File: src/verilog/modem_cmd_pkg.sv
/*
  Constants, types and codes of the command-mode interpreter.
  Assumes a byte-wide receive and transmit path on one core clock.
*/
// Function
// - Indicator line: activity, high or low
// - Exit command leaves command mode at once
// - Flow line select accepts values 0 to 4
// - Strength query returns one byte 0x25-0x6a
// - Sixteen bit target address, default zero
// - Wake-up command forces preamble on next send
// - Channel range depends on hopping mode
// - Hardware revision is read only, two bytes
// - Sixteen bit address mask, default all ones
// - Restore returns settable values to defaults
// - Unit number read as two halves
// - Firmware revision is read only, two bytes
// - Values persist only after commit command
// - Values change any time in command mode
// - Empty parameter reads back stored value
// - Other parameters not settable by commands
// - Reply success or error after each command
// - Idle timeout leaves command mode
package modem_cmd_pkg;
  // ======
  // Settable configuration.
  typedef struct packed {
    logic [7:0]  ind_sel;   // Indicator line select.
    logic [7:0]  flow_sel;  // Flow line select.
    logic [15:0] target;    // Target address.
    logic [7:0]  channel;   // Channel select.
    logic [15:0] mask;      // Address space mask.
  } cfg_s;
  localparam cfg_s CFG_DEFAULT = '{8'h00, 8'h00, 16'h0000,
                                   8'h00, 16'hffff};
  // ======
  // States and reply kinds.
  typedef enum logic [2:0] {
    S_DATA = 3'b000, S_PLUS = 3'b001,
    S_CMD  = 3'b011, S_SEND = 3'b010
  } state_e;
  typedef enum logic [1:0] {K_OK, K_ERR, K_HEX2, K_HEX4} reply_e;
  // ======
  // Two-letter command codes in ASCII.
  localparam logic [15:0] CODE_IND  = 16'h4344;
  localparam logic [15:0] CODE_FLOW = 16'h4353;
  localparam logic [15:0] CODE_RSSI = 16'h4442;
  localparam logic [15:0] CODE_TGT  = 16'h4454;
  localparam logic [15:0] CODE_WAKE = 16'h4648;
  localparam logic [15:0] CODE_CHAN = 16'h4850;
  localparam logic [15:0] CODE_HWR  = 16'h4856;
  localparam logic [15:0] CODE_MASK = 16'h4d4b;
  localparam logic [15:0] CODE_REST = 16'h5245;
  localparam logic [15:0] CODE_UHI  = 16'h5348;
  localparam logic [15:0] CODE_ULO  = 16'h534c;
  localparam logic [15:0] CODE_FWR  = 16'h5652;
  localparam logic [15:0] CODE_EXIT = 16'h434e;
  localparam logic [15:0] CODE_SAVE = 16'h5752;
  // ======
  // Value limits and line encodings.
  localparam logic [7:0] IND_RX      = 8'h00;
  localparam logic [7:0] IND_HIGH    = 8'h01;
  localparam logic [7:0] IND_MAX     = 8'h02;
  localparam logic [7:0] FLOW_CTS    = 8'h00;
  localparam logic [7:0] FLOW_EN_LO  = 8'h01;
  localparam logic [7:0] FLOW_HIGH   = 8'h02;
  localparam logic [7:0] FLOW_EN_HI  = 8'h03;
  localparam logic [7:0] FLOW_MAX    = 8'h04;
  localparam logic [7:0] CHAN_HOP    = 8'h06;
  localparam logic [7:0] CHAN_SINGLE = 8'h18;
  localparam logic [7:0] RSSI_MIN    = 8'h25;
  localparam logic [7:0] RSSI_MAX    = 8'h6a;
  // ======
  // Characters.
  localparam logic [7:0] CH_A    = 8'h41;
  localparam logic [7:0] CH_T    = 8'h54;
  localparam logic [7:0] CH_CR   = 8'h0d;
  localparam logic [7:0] CH_PLUS = 8'h2b;
  localparam logic [7:0] CH_O    = 8'h4f;
  localparam logic [7:0] CH_K    = 8'h4b;
  localparam logic [7:0] CH_E    = 8'h45;
  localparam logic [7:0] CH_R    = 8'h52;
  localparam logic [1:0] PLUS_CNT = 2'h3;
  localparam logic [2:0] LEN_OK   = 3'h3;
  localparam logic [2:0] LEN_ERR  = 3'h6;
  localparam logic [2:0] LEN_HEX2 = 3'h3;
  localparam logic [2:0] LEN_HEX4 = 3'h5;
  // ======
  // Timing: 125 MHz core clock.
  localparam longint unsigned CLK_KHZ = 125000;
  localparam longint unsigned GUARD_MS = 1000;
  localparam longint unsigned TIMEOUT_MS = 20000;
  localparam longint unsigned GUARD_CYC = GUARD_MS * CLK_KHZ;
  localparam longint unsigned TIMEOUT_CYC = TIMEOUT_MS * CLK_KHZ;
endpackage

File: src/verilog/modem_cmd.sv
/*
  Command-mode interpreter: detects the entry sequence, parses
  command lines, updates configuration and sends replies.
  Assumes deframed receive bytes and a transmit byte sink on
  CORE_CLK, and a non-volatile store that takes and gives back
  a configuration image.
*/
`timescale 1ns/1ns
module modem_cmd #(
  parameter logic [31:0] GUARD_CYC   = 32'(modem_cmd_pkg::GUARD_CYC),
  parameter logic [31:0] TIMEOUT_CYC =
    32'(modem_cmd_pkg::TIMEOUT_CYC),
  parameter logic [15:0] HW_REV  = 16'h0101, // Arbitrary value.
  parameter logic [15:0] FW_REV  = 16'h0202, // Arbitrary value.
  parameter logic [15:0] UNIT_HI = 16'h1234, // Arbitrary value.
  parameter logic [15:0] UNIT_LO = 16'h5678  // Arbitrary value.
) (
  input  wire logic               CORE_CLK,      // Core clock.
  input  wire logic               RST,           // Async reset.
  input  wire logic [7:0]         RX_DATA,       // Received byte.
  input  wire logic               RX_VALID,      // Byte strobe.
  output logic      [7:0]         TX_DATA,       // Reply byte.
  output logic                    TX_VALID,      // Reply valid.
  input  wire logic               TX_READY,      // Sink ready.
  input  wire logic               HOP_MODE,      // Hopping pin.
  input  wire logic               RX_ACTIVE,     // Rx activity.
  input  wire logic               TX_ACTIVE,     // Tx in progress.
  input  wire logic               CLEAR_N,       // Clear to send.
  input  wire logic [7:0]         RSSI_DATA,     // Packet strength.
  input  wire logic               RSSI_VALID,    // Strength strobe.
  input  wire logic               TX_START,      // Next send starts.
  input  wire logic               NV_LOAD_VALID, // Stored image in.
  input  wire modem_cmd_pkg::cfg_s NV_LOAD_CFG,  // Stored image.
  output logic                    NV_WRITE,      // Commit pulse.
  output modem_cmd_pkg::cfg_s     NV_CFG,        // Image to store.
  output modem_cmd_pkg::cfg_s     CFG,           // Live settings.
  output logic                    FORCE_WAKEUP,  // Send preamble.
  output logic                    CMD_MODE,      // In command mode.
  output logic                    INDICATOR_LINE, // Indicator pin.
  output logic                    FLOW_OUTPUT_LINE // Flow pin.
);
  // ======
  // State registers and their next values.
  modem_cmd_pkg::state_e state_reg, state_next; // Mode.
  modem_cmd_pkg::cfg_s   cfg_reg, cfg_next;     // Settings.
  modem_cmd_pkg::reply_e kind_reg, kind_next;   // Reply kind.
  logic [31:0] timer_reg, timer_next; // Silence or idle time.
  logic [1:0]  plus_reg, plus_next;   // Plus chars seen.
  logic [2:0]  pos_reg, pos_next;     // Line position.
  logic [15:0] code_reg, code_next;   // Command letters.
  logic [15:0] val_reg, val_next;     // Parameter value.
  logic [2:0]  ndig_reg, ndig_next;   // Digits taken.
  logic        bad_reg, bad_next;     // Line syntax error.
  logic [15:0] rval_reg, rval_next;   // Value to reply.
  logic [2:0]  idx_reg, idx_next;     // Reply char index.
  logic        exit_reg, exit_next;   // Leave after reply.
  logic        wake_reg, wake_next;   // Wake-up pending.
  logic [7:0]  rssi_reg, rssi_next;   // Last strength.
  logic [7:0]  txd_reg, txd_next;     // Reply byte.
  logic        txv_reg, txv_next;     // Reply valid.
  logic        nvw_reg, nvw_next;     // Commit pulse.
  logic        ind_reg, ind_next;     // Indicator pin.
  logic        flow_reg, flow_next;   // Flow pin.
  logic [1:0]  hop_sync;              // Pin synchroniser.
  logic [7:0]  ch;                    // Folded input char.
  logic [3:0]  nib;                   // Hex digit value.
  logic        is_hex;                // Char is hex digit.
  logic [2:0]  rlen;                  // Reply length.
  logic [7:0]  chan_max;              // Channel limit.

  // Hex digit to ASCII.
  function automatic logic [7:0] hex_ch(input logic [3:0] n);
    hex_ch = (n < 4'ha) ? (8'h30 + {4'h0, n})
                        : (8'h37 + {4'h0, n});
  endfunction

  // Reply character by kind and index.
  function automatic logic [7:0] reply_ch(
    input modem_cmd_pkg::reply_e k,
    input logic [2:0]  i,
    input logic [15:0] v);
    logic [7:0] c;
    c = modem_cmd_pkg::CH_CR;
    case (k)
      modem_cmd_pkg::K_OK: begin
        if (i == 3'h0) c = modem_cmd_pkg::CH_O;
        else if (i == 3'h1) c = modem_cmd_pkg::CH_K;
      end
      modem_cmd_pkg::K_ERR: begin
        case (i)
          3'h0: c = modem_cmd_pkg::CH_E;
          3'h3: c = modem_cmd_pkg::CH_O;
          3'h1, 3'h2, 3'h4: c = modem_cmd_pkg::CH_R;
          default: c = modem_cmd_pkg::CH_CR;
        endcase
      end
      modem_cmd_pkg::K_HEX2: begin
        if (i < 3'h2) c = hex_ch(v[4'(7 - 4 * i) -: 4]);
      end
      default: begin
        if (i < 3'h4) c = hex_ch(v[4'(15 - 4 * i) -: 4]);
      end
    endcase
    reply_ch = c;
  endfunction

  // ======
  // The hopping pin is a board level; two flops first.
  always_ff @(posedge CORE_CLK or posedge RST) begin
    if (RST) begin
      hop_sync <= 2'h0;
    end else begin
      hop_sync <= {hop_sync[0], HOP_MODE};
    end
  end

  // Fold lower case to upper and decode hex digits.
  always_comb begin
    ch = RX_DATA;
    if (RX_DATA >= 8'h61 && RX_DATA <= 8'h7a) ch = RX_DATA - 8'h20;
    is_hex = 1'b1;
    nib = 4'h0;
    if (ch >= 8'h30 && ch <= 8'h39) nib = ch[3:0];
    else if (ch >= 8'h41 && ch <= 8'h46) nib = ch[3:0] + 4'h9;
    else is_hex = 1'b0;
    chan_max = hop_sync[1] ? modem_cmd_pkg::CHAN_HOP
                           : modem_cmd_pkg::CHAN_SINGLE;
    case (kind_reg)
      modem_cmd_pkg::K_OK:   rlen = modem_cmd_pkg::LEN_OK;
      modem_cmd_pkg::K_ERR:  rlen = modem_cmd_pkg::LEN_ERR;
      modem_cmd_pkg::K_HEX2: rlen = modem_cmd_pkg::LEN_HEX2;
      default:               rlen = modem_cmd_pkg::LEN_HEX4;
    endcase
  end

  // ======
  // Main next-state logic: entry, parse, execute, reply.
  always_comb begin
    state_next = state_reg;
    cfg_next = cfg_reg;
    kind_next = kind_reg;
    timer_next = (timer_reg == 32'hffffffff) ? timer_reg
                                             : timer_reg + 32'h1;
    plus_next = plus_reg;
    pos_next = pos_reg;
    code_next = code_reg;
    val_next = val_reg;
    ndig_next = ndig_reg;
    bad_next = bad_reg;
    rval_next = rval_reg;
    idx_next = idx_reg;
    exit_next = exit_reg;
    wake_next = wake_reg;
    rssi_next = rssi_reg;
    txd_next = txd_reg;
    txv_next = txv_reg;
    nvw_next = 1'b0;
    // Strength is clamped into its reporting range.
    if (RSSI_VALID) begin
      rssi_next = RSSI_DATA;
      if (RSSI_DATA < modem_cmd_pkg::RSSI_MIN)
        rssi_next = modem_cmd_pkg::RSSI_MIN;
      if (RSSI_DATA > modem_cmd_pkg::RSSI_MAX)
        rssi_next = modem_cmd_pkg::RSSI_MAX;
    end
    // A stored image replaces the live settings.
    if (NV_LOAD_VALID) cfg_next = NV_LOAD_CFG;
    // The wake request ends at the next send; set wins.
    if (TX_START) wake_next = 1'b0;
    case (state_reg)
      modem_cmd_pkg::S_DATA: begin
        // A plus after a full silence starts the entry.
        if (RX_VALID) begin
          timer_next = 32'h0;
          if (ch == modem_cmd_pkg::CH_PLUS && timer_reg >= GUARD_CYC)
          begin
            state_next = modem_cmd_pkg::S_PLUS;
            plus_next = 2'h1;
          end
        end
      end
      modem_cmd_pkg::S_PLUS: begin
        // Three pluses within the guard, then silence.
        if (RX_VALID) begin
          timer_next = 32'h0;
          if (ch == modem_cmd_pkg::CH_PLUS &&
              plus_reg != modem_cmd_pkg::PLUS_CNT) begin
            plus_next = plus_reg + 2'h1;
          end else begin
            state_next = modem_cmd_pkg::S_DATA;
          end
        end else if (timer_reg >= GUARD_CYC) begin
          timer_next = 32'h0;
          pos_next = 3'h0;
          ndig_next = 3'h0;
          bad_next = 1'b0;
          exit_next = 1'b0;
          state_next = (plus_reg == modem_cmd_pkg::PLUS_CNT)
                       ? modem_cmd_pkg::S_CMD : modem_cmd_pkg::S_DATA;
        end
      end
      modem_cmd_pkg::S_CMD: begin
        if (timer_reg >= TIMEOUT_CYC) begin
          state_next = modem_cmd_pkg::S_DATA;
          timer_next = 32'h0;
        end else if (RX_VALID && ch == modem_cmd_pkg::CH_CR) begin
          // Execute only once the line is complete.
          kind_next = modem_cmd_pkg::K_ERR;
          rval_next = 16'h0;
          if (pos_reg == 3'h2 && ndig_reg == 3'h0 && !bad_reg)
            kind_next = modem_cmd_pkg::K_OK;
          if (pos_reg == 3'h4 && !bad_reg) begin
            if (ndig_reg == 3'h0) begin
              // Empty field reads back the stored value.
              kind_next = modem_cmd_pkg::K_HEX2;
              case (code_reg)
                modem_cmd_pkg::CODE_IND:  rval_next = {8'h0, cfg_reg.ind_sel};
                modem_cmd_pkg::CODE_FLOW:
                  rval_next = {8'h0, cfg_reg.flow_sel};
                modem_cmd_pkg::CODE_CHAN:
                  rval_next = {8'h0, cfg_reg.channel};
                modem_cmd_pkg::CODE_RSSI:
                  rval_next = {8'h0, rssi_reg};
                default: kind_next = modem_cmd_pkg::K_HEX4;
              endcase
              case (code_reg)
                modem_cmd_pkg::CODE_TGT:  rval_next = cfg_reg.target;
                modem_cmd_pkg::CODE_MASK: rval_next = cfg_reg.mask;
                modem_cmd_pkg::CODE_HWR:  rval_next = HW_REV;
                modem_cmd_pkg::CODE_FWR:  rval_next = FW_REV;
                modem_cmd_pkg::CODE_UHI:  rval_next = UNIT_HI;
                modem_cmd_pkg::CODE_ULO:  rval_next = UNIT_LO;
                modem_cmd_pkg::CODE_EXIT: begin
                  kind_next = modem_cmd_pkg::K_OK;
                  exit_next = 1'b1;
                end
                modem_cmd_pkg::CODE_WAKE: begin
                  kind_next = modem_cmd_pkg::K_OK;
                  wake_next = 1'b1;
                end
                modem_cmd_pkg::CODE_REST: begin
                  kind_next = modem_cmd_pkg::K_OK;
                  cfg_next = modem_cmd_pkg::CFG_DEFAULT;
                end
                modem_cmd_pkg::CODE_SAVE: begin
                  kind_next = modem_cmd_pkg::K_OK;
                  nvw_next = 1'b1;
                end
                default: if (kind_next == modem_cmd_pkg::K_HEX4)
                  kind_next = modem_cmd_pkg::K_ERR;
              endcase
            end else begin
              // Writes take effect at once, range checked.
              kind_next = modem_cmd_pkg::K_OK;
              case (code_reg)
                modem_cmd_pkg::CODE_IND:
                  if (val_reg <= {8'h0, modem_cmd_pkg::IND_MAX})
                    cfg_next.ind_sel = val_reg[7:0];
                  else kind_next = modem_cmd_pkg::K_ERR;
                modem_cmd_pkg::CODE_FLOW:
                  if (val_reg <= {8'h0, modem_cmd_pkg::FLOW_MAX})
                    cfg_next.flow_sel = val_reg[7:0];
                  else kind_next = modem_cmd_pkg::K_ERR;
                modem_cmd_pkg::CODE_CHAN:
                  if (val_reg <= {8'h0, chan_max})
                    cfg_next.channel = val_reg[7:0];
                  else kind_next = modem_cmd_pkg::K_ERR;
                modem_cmd_pkg::CODE_TGT:
                  cfg_next.target = val_reg;
                modem_cmd_pkg::CODE_MASK:
                  cfg_next.mask = val_reg;
                // Read-only and unknown codes refuse.
                default: kind_next = modem_cmd_pkg::K_ERR;
              endcase
            end
          end
          // Every line gets a reply.
          state_next = modem_cmd_pkg::S_SEND;
          idx_next = 3'h0;
          txv_next = 1'b1;
          txd_next = reply_ch(kind_next, 3'h0, rval_next);
          timer_next = 32'h0;
          pos_next = 3'h0;
          ndig_next = 3'h0;
          bad_next = 1'b0;
        end else if (RX_VALID) begin
          // Collect the prefix, two letters, then hex digits.
          if (pos_reg == 3'h0) begin
            bad_next = bad_reg | (ch != modem_cmd_pkg::CH_A);
            pos_next = 3'h1;
          end else if (pos_reg == 3'h1) begin
            bad_next = bad_reg | (ch != modem_cmd_pkg::CH_T);
            pos_next = 3'h2;
          end else if (pos_reg < 3'h4) begin
            code_next = {code_reg[7:0], ch};
            pos_next = pos_reg + 3'h1;
            val_next = 16'h0;
          end else if (is_hex && ndig_reg < 3'h4) begin
            val_next = {val_reg[11:0], nib};
            ndig_next = ndig_reg + 3'h1;
          end else if (ch != 8'h20) begin
            bad_next = 1'b1;
          end
        end
      end
      modem_cmd_pkg::S_SEND: begin
        // Hold each byte until the sink takes it.
        if (TX_READY) begin
          if (idx_reg + 3'h1 == rlen) begin
            txv_next = 1'b0;
            state_next = exit_reg ? modem_cmd_pkg::S_DATA
                                  : modem_cmd_pkg::S_CMD;
            timer_next = 32'h0;
          end else begin
            idx_next = idx_reg + 3'h1;
            txd_next = reply_ch(kind_reg, idx_next, rval_reg);
          end
        end
      end
      default: state_next = modem_cmd_pkg::S_DATA;
    endcase
  end

  // Output line selection, registered.
  always_comb begin
    case (cfg_reg.ind_sel)
      modem_cmd_pkg::IND_RX:   ind_next = RX_ACTIVE;
      modem_cmd_pkg::IND_HIGH: ind_next = 1'b1;
      default:                 ind_next = 1'b0;
    endcase
    case (cfg_reg.flow_sel)
      modem_cmd_pkg::FLOW_CTS:   flow_next = CLEAR_N;
      modem_cmd_pkg::FLOW_EN_LO: flow_next = ~TX_ACTIVE;
      modem_cmd_pkg::FLOW_HIGH:  flow_next = 1'b1;
      modem_cmd_pkg::FLOW_EN_HI: flow_next = TX_ACTIVE;
      default:                   flow_next = 1'b0;
    endcase
  end

  // ======
  // Register everything; reset restores defaults.
  always_ff @(posedge CORE_CLK or posedge RST) begin
    if (RST) begin
      state_reg <= modem_cmd_pkg::S_DATA;
      cfg_reg <= modem_cmd_pkg::CFG_DEFAULT;
      kind_reg <= modem_cmd_pkg::K_OK;
      timer_reg <= 32'h0;
      plus_reg <= 2'h0;
      pos_reg <= 3'h0;
      code_reg <= 16'h0;
      val_reg <= 16'h0;
      ndig_reg <= 3'h0;
      bad_reg <= 1'b0;
      rval_reg <= 16'h0;
      idx_reg <= 3'h0;
      exit_reg <= 1'b0;
      wake_reg <= 1'b0;
      rssi_reg <= modem_cmd_pkg::RSSI_MIN;
      txd_reg <= 8'h00;
      txv_reg <= 1'b0;
      nvw_reg <= 1'b0;
      ind_reg <= 1'b0;
      flow_reg <= 1'b0;
    end else begin
      state_reg <= state_next;
      cfg_reg <= cfg_next;
      kind_reg <= kind_next;
      timer_reg <= timer_next;
      plus_reg <= plus_next;
      pos_reg <= pos_next;
      code_reg <= code_next;
      val_reg <= val_next;
      ndig_reg <= ndig_next;
      bad_reg <= bad_next;
      rval_reg <= rval_next;
      idx_reg <= idx_next;
      exit_reg <= exit_next;
      wake_reg <= wake_next;
      rssi_reg <= rssi_next;
      txd_reg <= txd_next;
      txv_reg <= txv_next;
      nvw_reg <= nvw_next;
      ind_reg <= ind_next;
      flow_reg <= flow_next;
    end
  end

  assign TX_DATA = txd_reg;
  assign TX_VALID = txv_reg;
  assign NV_WRITE = nvw_reg;
  assign NV_CFG = cfg_reg;
  assign CFG = cfg_reg;
  assign FORCE_WAKEUP = wake_reg;
  // Exit drops the mode flag while its reply drains.
  assign CMD_MODE = (state_reg == modem_cmd_pkg::S_CMD) ||
                    (state_reg == modem_cmd_pkg::S_SEND && !exit_reg);
  assign INDICATOR_LINE = ind_reg;
  assign FLOW_OUTPUT_LINE = flow_reg;
endmodule

File: config.mk
export PLATFORM = sky130hd
export DESIGN_NAME = modem_cmd
export DESIGN_NICKNAME = d
export VERILOG_FILES = /design/src/verilog/modem_cmd_pkg.sv /design/src/verilog/modem_cmd.sv
export SDC_FILE = /design/constraint.sdc
export NUM_CORES = 1
export LEC_CHECK = 0
export ABC_AREA = 1
export BUFFER_PORTS_ARGS = -buffer_cell sky130_fd_sc_hd__buf_2
export CAP_MARGIN = 40
export CORE_ASPECT_RATIO = 0.6
export CORE_MARGIN = 2
export CORE_UTILIZATION = 58
export DETAILED_ROUTE_END_ITERATION = 10
export PLACE_DENSITY = 0.81
export SETUP_SLACK_MARGIN = 0.4
export SLEW_MARGIN = 0
export SYNTH_ARGS = -nofsm -noshare
export SYNTH_HDL_FRONTEND = slang
export SYNTH_SLANG_ARGS = --single-unit
File: constraint.sdc
create_clock -name CORE_CLK -period 6.71 [get_ports CORE_CLK]
set_input_delay 1.342 -clock CORE_CLK [delete_from_list [all_inputs] [get_ports CORE_CLK]]
set_output_delay 1.342 -clock CORE_CLK [all_outputs]
set_load 0.02 [all_outputs]
==> impl_metrics.yaml <==
logic_synthesis:
  yosysSeqAreaShare_pct: 33.66
  syn_inst: 1910
  synth_commonest_cells: "413 x nand2_1, 238 x inv_1, 200 x nor2_1"
  avgSynthCellArea_sq_um: 6.849
  synth.most_common_cell: "nand2_1"
  synth_largest_area_cell: "dfrtp_1"
  synth_top_area_share_pct: 29.84
  synth_seq_cells: 175
  yosysUniqueCellTypes: 57
  ys_warn_count: 0
  synth_ff_type: "dfrtp_1"
  synth_edf_count: 0
  synthTopCellsByArea: "dfrtp_1 30%, nand2_1 12%, inv_1 6.8%, o21ai_0 5.9%, nor2_1 5.7%"
  syn-num-nets: 2020
  netlist_area_sq_mm: 0.01308
  async_reset_ff_share_pct: 100.0
worst_setup_path:
  ff2ff_setup_slack_ns: 2.48
  critPathLaunch: "code_reg[0]"
  crit_chain: "nand2_1 > inv_2 > nand2_1 > nor2_1 > nand2_1 > nand3_1 > nor2_4 > nor2_4 > o21ai_1 > inv_1 > nor2_2 > ha_1 > nand3_1 > nand3_1 > nand3b_1 > nand3_1 > nand2_1 > inv_1"
  worst_setup_path_end_kind: "flip-flop"
  start_kind: "flip-flop"
  r2r-start: "code_reg[0]"
  cpPeakStageDelay_ns: 0.72
  crit_fanout: 12
  critPathArrivalTime_ns: 4.58
  worstRegToRegCells: 18
  crit_end: "TX_DATA[4]"
  crit_slowest_cell: "nor2_1"
  cp.required_ns: 7.06
  critical_path_cell_count: 18
  critical_path_class: "flip-flop to flip-flop"
  r2r_end: "TX_DATA[4]"
  cp.buffers_inverters: 3
  cp_top_family: "simple AND/OR/NAND/NOR gates"
floorplanning:
  dieHeight_um: 120.3
  dieWidth_um: 197.9
  rows: 42
  io_pins: 209
  coreArea_sq_mm: 0.02207
  die-area_sq_mm: 0.02381
  start_util_pct: 59.27
min_path:
  hold_path_class: "flip-flop to flip-flop"
  hold_depth: 0
place:
  portBuffers: 207
  hpwl_um: 35870
  dpl_cell_area_sq_mm: 0.01388
  place_congestion: 1.046
clocking:
  cts.sinks: 175
  cts_tree: "yes"
  cts_setup_buffers: 0
  clock_latency_ns: 0.46
  root_buffer: "clkbuf_16"
  cts_max_path_buffers: 2
  holdBufCountCts: 0
  numCtsBuffers: 17
  cts_resized: 0
  clk_pin_slew_ns: 0.07
  htreeDepth: 4
cells_and_area:
  fillers: 1956
  largest_reg_flops: 56
  antenna_cells: 0
  syn_to_final_growth_pct: 11.08
  drive_gt1_share_pct: 17.34
  fin_nets: 2139
  finalInstanceArea_sq_mm: 0.01453
timing:
  skew_ns: 0.01454
  rsz0062_at_grt: "false"
  setup_tns_ns: 0
  post-route-period-util_pct: 63.06
  setup_viol: 0
  tightest_slew_ns: 0.9059
  fmax_mhz: 236.3
  fin_hold_ws_ns: 0.3937
  drv_slew: 0
  maxSlewHeadroom_pct: 39.38
  period_minus_slack_ns: 4.231
  timing_hold_violations_final: 0
routing:
  num_vias: 14220
  finalWirelength_um: 47180
  viasPerCell: 6.107
  routedWlPerCell_um: 20.27
  drc: 0
  ant_nets: 0
  first_pass_iters: 6
  drtIter0Drc: 1869
global_route:
  first_global_vias: 12640
  grt_pass1_wl_um: 72690
  grt.overflow.total: 0
  grt_antenna_before_repair: 0
  grt_max_degree: 81
  grt_usage_pct: 40.19
pwr:
  p_per_area_mw_per_mm2: 281.9
  power.leakage_nw: 7.098
  peakVddDrop_mv: 0.1997
outcome:
  status: "finished, final reports clean"
run:
  cap_violations: 0
[placed cells by master, fill, tap and decap left out, drive strengths merged, types with 7 or more instances in the layout]
cell type	n
nand2	430
inv	259
nor2	222
buf	218
o21ai	203
dfrtp	156
nand3	139
a21oi	91
nor3	40
nand4	34
mux2i	32
ha	27
xor2	23
nor4	22
dfstp	19
clkbuf	18
o211ai	10
o31ai	9
a221oi	7
or2	7
clkinv	7
[how the worst min path moves through the flow]
stage | start | endpoint | slack [ns]
final | hop_sync[0] | hop_sync[1] | 0.39
after global routing | hop_sync[0] | hop_sync[1] | 0.39
after CTS | hop_sync[0] | hop_sync[1] | 0.39
after detailed placement | hop_sync[0] | hop_sync[1] | 0.37
after global placement | hop_sync[0] | hop_sync[1] | 0.35
after floorplan | hop_sync[0] | hop_sync[1] | 0.33
[report_power, final]
| part | switching [W] | internal, W | total (W) |
|---|---|---|---|
| clock network | 0.000456 | 0.000671 | 0.00113 |
| logic | 0.00106 | 0.000451 | 0.00151 |
| registers | 0.000250 | 0.00121 | 0.00146 |
[area by class of cell]
class,instances,area [sq um],area share [%]
sequential,175,4403,30.30
tap,286,357.8,2.463
inverter,260,983.4,6.768
timing repair buffer,218,1169,8.043
clock buffer,18,439.2,3.022
clock inverter,14,212.7,1.464
multi-input combinational,1357,6965,47.94
[through the flow]
| step | std cells | util [%] | power (W) | setup WS, ns |
|---|---|---|---|---|
| floorplan | 1910 | - | 0.002494 | 0.6542 |
| global placement | 2293 | 62.56 | 0.002886 | 2.489 |
| detailed placement | 2296 | 62.88 | 0.002926 | 2.352 |
| CTS | 2328 | 65.83 | 0.004050 | 2.693 |
| global route | 2328 | 65.83 | 0.004330 | 2.306 |
| finish | 2328 | 65.83 | 0.004096 | 2.479 |
[kinds of logic (layout without fill, tap and decap cells)]
logic type	Yosys count	after routing	share of synthesized area, %
AO/OA/AOI/OAI	372	372	16.22
AND/OR/NAND/NOR	900	900	30.25
XOR/XNOR	23	23	1.540
other	1	1	0.02867
flip-flops	175	175	33.66
multiplexers	34	34	2.621
buffers and inverters	378	510	13.09
adder cells (fa/ha/maj)	27	27	2.582
[metal layers]
layer | wire (um) | GRT usage, % | part of all wire [%]
met5 | 0 | 0 | 0
met4 | 1025 | 10.15 | 2.2
met3 | 6661 | 11.83 | 14
met2 | 18330 | 53.92 | 39
met1 | 21160 | 62.06 | 45
Note: power is estimated with default switching activity, not from simulation.
